[config.mk]
export PLATFORM = sky130hd
export DESIGN_NAME = local_bus_request_grant
export DESIGN_NICKNAME = d
export VERILOG_FILES = /design/src/logic/rqgt_pkg.sv /design/src/logic/rqgt_pin.sv /design/src/logic/local_bus_request_grant.sv
export SDC_FILE = /design/constraint.sdc
export NUM_CORES = 1
export LEC_CHECK = 0
export BUFFER_PORTS_ARGS = -buffer_cell sky130_fd_sc_hd__buf_2
export CORE_UTILIZATION = 40
export DETAILED_ROUTE_END_ITERATION = 8
export PLACE_DENSITY_LB_ADDON = 0.05
export SYNTH_ARGS = -nofsm -noshare
export SYNTH_HDL_FRONTEND = slang
export SYNTH_SLANG_ARGS = --single-unit
[constraint.sdc]
create_clock -name MCLK_I -period 1.5 [get_ports MCLK_I]
set_clock_uncertainty 0.1 [all_clocks]
set_input_delay 0.225 -clock MCLK_I [delete_from_list [all_inputs] [get_ports MCLK_I]]
set_output_delay 0.225 -clock MCLK_I [all_outputs]
set_load 0.05 [all_outputs]
[src/logic/rqgt_pkg.sv]
// Constants and types for the local bus request/grant handover
// Function
// - Hand the bus to another master only after the current bus cycle ends.
// - With requests on both pins, serve the high priority pin first.
// - An unconnected pin floats high, so it never shows a request.
// - Grant is a one-clock low pulse on that pin, then float and hold.
// - In hold the bus interface stays disconnected until the release pulse.
// - Third pulse ends hold; the bus is retaken at the next clock.
// - Three pulses per exchange, at least one idle clock after each exchange.
// - During a memory cycle, release at its final state if asked by state two.
// - Never release between the two byte accesses of a word operand.
// - Never release between the two interrupt acknowledge cycles.
// - With the bus idle, release during the next clock.
// - Idle but a cycle starts within three clocks: treat as asked early.
// - Float the lock output while in hold.
package rqgt_pkg;

    // Bus state codes reported by the bus interface
    localparam logic [2:0] BST_IDLE = 3'h0;
    localparam logic [2:0] BST_ONE = 3'h1;
    localparam logic [2:0] BST_TWO = 3'h2;
    localparam logic [2:0] BST_THREE = 3'h3;
    localparam logic [2:0] BST_WAIT = 3'h4;
    localparam logic [2:0] BST_FINAL = 3'h5;

    // Idle clocks required after an exchange
    localparam logic [1:0] IDLE_GAP = 2'h1;

    // Arbiter states
    typedef enum logic [2:0] {
        ST_IDLE = 3'b000,
        ST_PENDING = 3'b001,
        ST_GRANT = 3'b010,
        ST_HOLD = 3'b011,
        ST_RETAKE = 3'b100,
        ST_GAP = 3'b101
    } arb_state_e;

endpackage

[src/logic/rqgt_pin.sv]
// One request/grant pin: pulse detection and open-drain drive
`timescale 1ns/1ps
module rqgt_pin
    import rqgt_pkg::*;
(
    input wire logic clk,
    input wire logic rst,
    // Pin
    input wire logic pin_in,
    output logic pin_out,
    output logic pin_oe,
    // Core side
    input wire logic drive_low,
    output logic low_seen
);
    logic last_level;

    // Unconnected pin reads high via the pull-up, so no edge ever
    assign low_seen = last_level & ~pin_in;
    assign pin_out = 1'b0;
    assign pin_oe = drive_low;

    always_ff @(posedge clk)
    begin
        if (rst)
            last_level <= 1'b1;
        else
            last_level <= pin_in;
    end
endmodule

[src/logic/local_bus_request_grant.sv]
// Request/grant arbiter handing the local bus to other bus masters
`timescale 1ns/1ps
module local_bus_request_grant
    import rqgt_pkg::*;
(
    input wire logic MCLK_I,
    input wire logic RST_I,
    // High priority request/grant pin
    input wire logic RQGT_HI_I,
    output logic RQGT_HI_O,
    output logic RQGT_HI_OE_O,
    // Low priority request/grant pin
    input wire logic RQGT_LO_I,
    output logic RQGT_LO_O,
    output logic RQGT_LO_OE_O,
    // Bus interface status
    input wire logic [2:0] BUS_STATE_I,
    input wire logic MEM_CYCLE_I,
    input wire logic WORD_LOW_BYTE_I,
    input wire logic INTA_FIRST_I,
    input wire logic LOCKED_INSN_I,
    input wire logic MEM_SOON_I,
    input wire logic LOCK_REQ_I,
    // Bus control
    output logic BUS_FLOAT_O,
    output logic HOLD_ACK_O,
    output logic RETAKE_O,
    output logic LOCK_N_O,
    output logic LOCK_OE_O,
    output logic HOLDER_LO_O
);
    arb_state_e state;
    arb_state_e next_state;
    logic hi_seen;
    logic lo_seen;
    logic hi_drive;
    logic lo_drive;
    logic hi_wait;
    logic lo_wait;
    logic owner_lo;
    logic early;
    logic [1:0] gap_cnt;

    ////////////////////////////////////////////////////////////////////////
    // Pin handlers

    rqgt_pin u_hi (
        .clk(MCLK_I),
        .rst(RST_I),
        .pin_in(RQGT_HI_I),
        .pin_out(RQGT_HI_O),
        .pin_oe(RQGT_HI_OE_O),
        .drive_low(hi_drive),
        .low_seen(hi_seen)
    );

    rqgt_pin u_lo (
        .clk(MCLK_I),
        .rst(RST_I),
        .pin_in(RQGT_LO_I),
        .pin_out(RQGT_LO_O),
        .pin_oe(RQGT_LO_OE_O),
        .drive_low(lo_drive),
        .low_seen(lo_seen)
    );

    ////////////////////////////////////////////////////////////////////////
    // Release decision

    // Taken once the arbiter is free again; high pin wins a tie
    wire req_hi = hi_seen | hi_wait;
    wire req_lo = lo_seen | lo_wait;
    wire any_req = req_hi | req_lo;
    wire take_hi = (state == ST_IDLE) && req_hi;
    wire take_lo = (state == ST_IDLE) && req_lo && !req_hi;
    // Owner pin pulses in grant or hold are handshake, not requests
    wire between = (state == ST_RETAKE) || (state == ST_GAP);
    // A new request may come one idle clock after release
    wire park_hi = (state != ST_IDLE) && hi_seen &&
                   (owner_lo || between);
    wire park_lo = ((state == ST_IDLE) && req_lo && req_hi) ||
                   ((state != ST_IDLE) && lo_seen && (!owner_lo || between));
    // Request at or before state two counts as early
    wire req_early_now = (BUS_STATE_I == BST_ONE) ||
                         (BUS_STATE_I == BST_TWO);
    wire bus_idle = (BUS_STATE_I == BST_IDLE) && !MEM_CYCLE_I;
    // Cycle boundary is the final state of the running cycle
    wire at_final = (BUS_STATE_I == BST_FINAL);
    // Split word and interrupt acknowledge pairs stay together
    wire blocked = WORD_LOW_BYTE_I | INTA_FIRST_I | LOCKED_INSN_I;
    // Idle release next clock, unless a cycle is about to start
    wire idle_release = bus_idle && !MEM_SOON_I && !blocked;
    wire mem_release = at_final && early && !blocked;
    wire may_release = idle_release | mem_release;

    // Only the owner pin can end the hold
    wire release_pulse = owner_lo ? lo_seen : hi_seen;

    always_comb
    begin
        next_state = state;
        case (state)
            ST_IDLE:
                if (any_req)
                    next_state = ST_PENDING;
            ST_PENDING:
                if (may_release)
                    next_state = ST_GRANT;
            ST_GRANT:
                next_state = ST_HOLD;
            ST_HOLD:
                if (release_pulse)
                    next_state = ST_RETAKE;
            ST_RETAKE:
                next_state = ST_GAP;
            ST_GAP:
                if (gap_cnt >= IDLE_GAP)
                    next_state = ST_IDLE;
            default:
                next_state = ST_IDLE;
        endcase
    end

    always_ff @(posedge MCLK_I)
    begin
        if (RST_I)
        begin
            state <= ST_IDLE;
            owner_lo <= 1'b0;
            early <= 1'b0;
            gap_cnt <= 2'h0;
        end
        else
        begin
            state <= next_state;
            if (state == ST_IDLE && any_req)
            begin
                owner_lo <= ~req_hi;
                // Pending cycle counts as already early
                early <= req_early_now | bus_idle;
            end
            gap_cnt <= (state == ST_GAP) ? gap_cnt + 2'h1 : 2'h0;
        end
    end

    // Losing pin parks its request; set and clear never share a cycle
    always_ff @(posedge MCLK_I)
    begin
        if (RST_I)
        begin
            hi_wait <= 1'b0;
            lo_wait <= 1'b0;
        end
        else
        begin
            hi_wait <= park_hi | (hi_wait & ~take_hi);
            lo_wait <= park_lo | (lo_wait & ~take_lo);
        end
    end

    ////////////////////////////////////////////////////////////////////////
    // Outputs

    // One-clock grant pulse on the requesting pin
    assign hi_drive = (state == ST_GRANT) && !owner_lo;
    assign lo_drive = (state == ST_GRANT) && owner_lo;
    // Interface logically off the bus through hold
    assign HOLD_ACK_O = (state == ST_HOLD);
    assign BUS_FLOAT_O = (state == ST_HOLD);
    assign RETAKE_O = (state == ST_RETAKE);
    assign LOCK_N_O = ~LOCK_REQ_I;
    assign LOCK_OE_O = (state != ST_HOLD);
    assign HOLDER_LO_O = owner_lo;
endmodule

Word level (Yosys, flattened, before mapping) --
Index checks and enable logic that the tools add are counted.
Cells by class: $add $sub $neg 1, $mul 0, div/mod/pow operators 0, $lt $le $gt $ge 1, equal/unequal tests 13, shift-type cells 0, mux-type cells 6, bitwise logic cells 20, reductions and logical operators 31
Operator list (number):
- case mux 3 bit (6 select lines) | 1
- logical AND 1 bit | 16
- 2-to-1 mux 3 bit | 4
- == test 3 x 2 -> 1 bit, second input constant | 3
- == test 3 bit, second input constant | 3
- OR 1 bit | 9
- NOT 1 bit | 7
- == test 3 x 1 -> 1 bit, second input constant | 2
- logical NOT 3 bit | 2
- logical NOT 1 bit | 5
- logical OR 1 bit | 5
- bitwise AND 1 bit | 4
- inequality test 2 x 1 -> 1 bit, second input constant | 2
- inequality test 2 bit, second input constant | 2
- AND reduction 4 bit | 1
- inequality test 3 x 2 -> 1 bit, second input constant | 1
- nonzero test 3 bit | 1
- adder 2 x 1 -> 2 bit, second input constant | 1
- >= comparator 2 x 1 -> 1 bit, second input constant | 1
- OR reduction 2 bit | 1
- 2-to-1 mux 1 bit | 1
Storage, ports and cells: register bits 11, bits in latches 0, RAM bits 0, memory bits (read-only) 0, bits of input ports 13, output and inout bits 10, logic and storage cells 80, memories kept 0

Depth between registers and ports, before layout --
word-level depth 8, gate-level depth with buffers 5, depth with buffers taken out 5

Modules after synthesis --
From an unflattened synthesis, not the netlist that was laid out.
Second synthesis, totals: cell total of the unflattened synthesis 77, area total of the unflattened synthesis 644.4 µm²
By module, submodules not included:
- local_bus_request_grant | times used 1, cells each 65, area each 536.8 µm², sequential area each 180.2 µm²
- rqgt_pin | times used 2, cells each 6, area each 53.8 µm², sequential area each 20.0 µm²

Worst setup path before layout --
No wires, ideal clock.
path kind register to output, start register state[1], end output port HOLD_ACK_O, arrival time 1702 ps, data required time 1175 ps, setup slack -527 ps, stages on the path, launching flop included 5, buffers on the path 1, cell sequence dfxtp_1 nor2b_1 nand2_1 inv_1 buf_4
On the way: longest elaborated chain between the ends 1
Ends and longest elaborated chain:
- start, declared | line local_bus_request_grant.sv:32 | arb_state_e state;
- start signal, assigned | line local_bus_request_grant.sv:135 | state <= next_state;
- == test 3 x 2 -> 1 bit
- end, declared | line local_bus_request_grant.sv:26 | output logic HOLD_ACK_O,
No other way between the ends.

Worst setup path in the final report --
start register state[1], end output port RQGT_HI_OE_O
On the way: longest elaborated chain between the ends 2
Ends and longest elaborated chain:
- == test 3 x 2 -> 1 bit | line local_bus_request_grant.sv:165 | assign hi_drive = (state == ST_GRANT) && !owner_lo;
- logical AND 1 bit | line local_bus_request_grant.sv:165
- end, declared | line local_bus_request_grant.sv:11 | output logic RQGT_HI_OE_O,
No other way between the ends.

==> results.txt <==
The routability congestion estimate is ~0.70. For this design the static power due to leakage is 0.362 nW. Clock-pin slew was measured on the worst setup and hold paths at 0.07 ns. Global routing used 16.8% of the available tracks. After detailed routing, the number of remaining DRC violations is 0. The run finished with clean final reports. The antenna diode instance count is 0. The global-route wire length before repair is 1790 um.

The post-synthesis register bit count came out at 11. The number of vias after detailed routing came out at 592. The area overhead of the layout relative to synthesis is 45.7%. The critical path starts at state[1]. TritonCTS built the clock tree.

The hold violation count in the final report was 0. The endpoint arrival time on the critical path came out at 1.16 ns. The worst ir drop on vdd is between 0.0004 and 0.0005 V. The average routed wire per standard cell is 11.2 um. The initial antenna violation count is 0. The met3 track demand over resource in global routing came out at 3.33%. The first-pass iteration count of the detailed router came out at 4. The die area is 1610 um^2. The CTS H-tree depth came out at 1. In the routed layout, each cell is associated on average with a via count of between 5 and 6.

The chip height came out at ~40 um. The total detailed-routing wirelength came out at approximately 1300 um. The setup slack on the worst flop-to-flop path is 0.06 ns.

The final critical-path share of the clock period came out at just under 100%. The initial utilization of the core area, before any placement, comes to 43.7%. The number of max-cap violations came out at 0.

The die width came out at 40.2 um. The number of standard cells in the final layout excluding fillers is around 110. The boundary pin count came out at 23. The final critical-path required period came out at 1.49 ns. For this block, the initial DRC count from the detailed router was 3. The met2 track demand over resource is 28.2%. The library cell used as clock root buffer is sky130_fd_sc_hd__clkbuf_4. Detailed placement finished with a half-perimeter wire length of between 900 and 1000 um. The number of buffers inserted during clock tree synthesis is 3. The number of buffers on the longest clock path is 2. The worst register-to-register path ends at state[0]. The worst hold path passes through 2 cells. The worst register-to-register path begins at gap_cnt[0].

The nature of the critical path endpoint is a primary output. Summed over all layers, the global routing overflow is 0. The final setup violation count is 0. The count of warnings emitted by yosys came out at 0. The net count of the finished layout is about 110. The remaining antenna violation count came out at 0. The number of placement rows is 13. The min-delay analysis places its worst path in the category in -> reg. The share of post-route cells with drive strength above 1 is 50.0%. Setup repair after global routing could not meet its margin everywhere.

Counting distinct cell types in the post-synthesis netlist gives 31. met2 is the most crowded layer. The required time of the worst setup path is 1.17 ns.

The total standard cell area after synthesis came out at ~600 um^2. The clock latency on the worst-skew pair came out at 0.26 ns. The floorplan step defined a core boundary enclosing 1330 um^2. The via count of the first global-routing pass is 458. For this design, the CTS-stage hold fixing added 0 buffers. Entering global routing, the biggest net connects 12 pins. The met1 track demand over resource in global routing is 20.5%. The sequential fraction of the synthesis area is 37.8%. The highest achievable clock rate came out at 671 MHz. Synthesis handed over a netlist of 70 instances. The average footprint of a synthesized cell came out at 8.33 um^2.

Clock tree synthesis found a total of 11 sinks. The final-report max-slew violation count was 0. The top fanout value on the critical path is 4. The count of port buffers added during placement came out at 20. For the final routed database, the setup TNS stands at 0 ns. The startpoint identified for the worst hold timing path is RQGT_HI_I. The number of cells on the worst reg-to-reg path is 5.

The instance count after placement with tap cells included came out at roughly 110. The worst setup path is launched from a flip-flop. The sink of the worst hold path is u_hi.last_level. The critical path is of the reg -> out type. Power spread over the standard cell area amounts to 781 nW/um^2.
## cells in the mapped netlist, drive strengths merged
cell type  instances  area [um^2]
nor3               3         15.0
a21oi              3         15.0
mux2i              2         20.0
or3                1         6.26
conb               1         3.75
buf                3         22.5
clkbuf             1         3.75
inv                6         22.5
nor3b              1         7.51
ha                 1         12.5
nor2b              6         37.5
nor4               2         12.5
o21a               1         7.51
a221oi             1         8.76
or2                2         12.5
nor4b              1         8.76
nand2b             1         6.26
nand2              1         3.75
and2               1         6.26
or4                3         26.3
o41ai              1         8.76
nand3              1         5.00
dfxtp             11          220
a211oi             4         35.0
and3               2         12.5
o21ai              4         20.0
nor2               6         22.5
## through the flow
stage / worst slack [ns] / hold slack [ns] / power [mW] / util, % / cell area, um^2
global route: -0.0243 / 0.0699 / 0.694 / 63.7 / 850
floorplan: -0.0650 / 0.204 / 0.418 / - / 606
global placement: -0.0804 / 0.312 / 0.462 / 54.9 / 732
CTS: 0.00300 / 0.0543 / 0.664 / 61.3 / 817
finish: 0.0101 / 0.0613 / 0.664 / 63.7 / 850
detailed placement: -0.141 / 0.320 / 0.463 / 54.9 / 732
## registers in the layout, summed over array words and instances (netlist names)
name	count
u_hi.last_level	1
lo_wait	1
u_lo.last_level	1
hi_wait	1
early	1
state	3
HOLDER_LO_O	1
gap_cnt	2
## report_power, final
part | internal, mW | leakage (nW) | switching [mW]
Clock | 0.103 | 0.0150 | 0.0956
Combinational | 0.0640 | 0.254 | 0.0863
Sequential | 0.304 | 0.0927 | 0.0114
## area by class of cell
| cell class | count | area [um^2] |
|---|---|---|
| inverter | 6 | 26.3 |
| sequential | 11 | 231 |
| multi-input combinational | 50 | 358 |
| clock buffer | 4 | 26.3 |
| fill | 124 | 484 |
| tap | 15 | 18.8 |
| timing repair buffer | 27 | 189 |
## cells by family (layout without fill, tap and decap cells)
| group | after synthesis | in the layout | share of synthesized area (%) |
|---|---|---|---|
| AO/OA/AOI/OAI | 14 | 14 | 16.3 |
| adder cells (fa/ha/maj) | 1 | 1 | 2.15 |
| buffers and inverters | 10 | 37 | 8.37 |
| flip-flops | 11 | 11 | 37.8 |
| multiplexers | 2 | 2 | 3.43 |
| other | 1 | 2 | 0.643 |
| AND/OR/NAND/NOR | 31 | 31 | 31.3 |
## how the worst max path moves through the flow
stage                         to  slack, ns  cells after the start
finish              RQGT_HI_OE_O       0.01                      3
global route        RQGT_HI_OE_O      -0.02                      3
CTS                 RQGT_LO_OE_O      0.003                      3
detailed placement      state[1]      -0.14                      5
global placement        state[1]      -0.08                      5
floorplan             HOLD_ACK_O      -0.06                      4
## per-layer routing
| metal | up-vias | share of wire [%] |
|---|---|---|
| li1 | 305 | - |
| met1 | 265 | 46 |
| met4 | 0 | 0.55 |
| met3 | 2 | 4.7 |
| met5 | - | 0 |
| met2 | 20 | 49 |
## cells in the final DEF (no fill, tap or decap), types with 2 or more instances in the layout
cell / synthesis / layout
sky130_fd_sc_hd__buf_2: 0 / 15
sky130_fd_sc_hd__buf_4: 3 / 9
sky130_fd_sc_hd__nor2_1: 6 / 6
sky130_fd_sc_hd__dfxtp_1: 11 / 6
sky130_fd_sc_hd__inv_1: 5 / 4
sky130_fd_sc_hd__nor2b_1: 6 / 4
sky130_fd_sc_hd__dfxtp_2: 0 / 3
sky130_fd_sc_hd__o21ai_0: 3 / 3
sky130_fd_sc_hd__a211oi_1: 3 / 3
sky130_fd_sc_hd__a21oi_1: 3 / 3
sky130_fd_sc_hd__clkbuf_4: 0 / 3
sky130_fd_sc_hd__mux2i_1: 2 / 2
sky130_fd_sc_hd__or4_4: 1 / 2
sky130_fd_sc_hd__nor4_1: 2 / 2
sky130_fd_sc_hd__nor3_1: 3 / 2
sky130_fd_sc_hd__or2_2: 2 / 2
sky130_fd_sc_hd__conb_1: 1 / 2
sky130_fd_sc_hd__dfxtp_4: 0 / 2
## worst max-delay path, cell delays in order, from the launching register on
cell	delay [ns]
sky130_fd_sc_hd__dfxtp_4	0.37
sky130_fd_sc_hd__nor2b_4	0.19
sky130_fd_sc_hd__and3_4	0.21
sky130_fd_sc_hd__buf_8	0.14
## timing repair
action	in CTS	in global routing
cloned	0	0
endpoints found under the setup margin	7	9
gates resized for setup	12	9
setup buffers	2	0
Note: power is estimated with default switching activity, not from simulation.
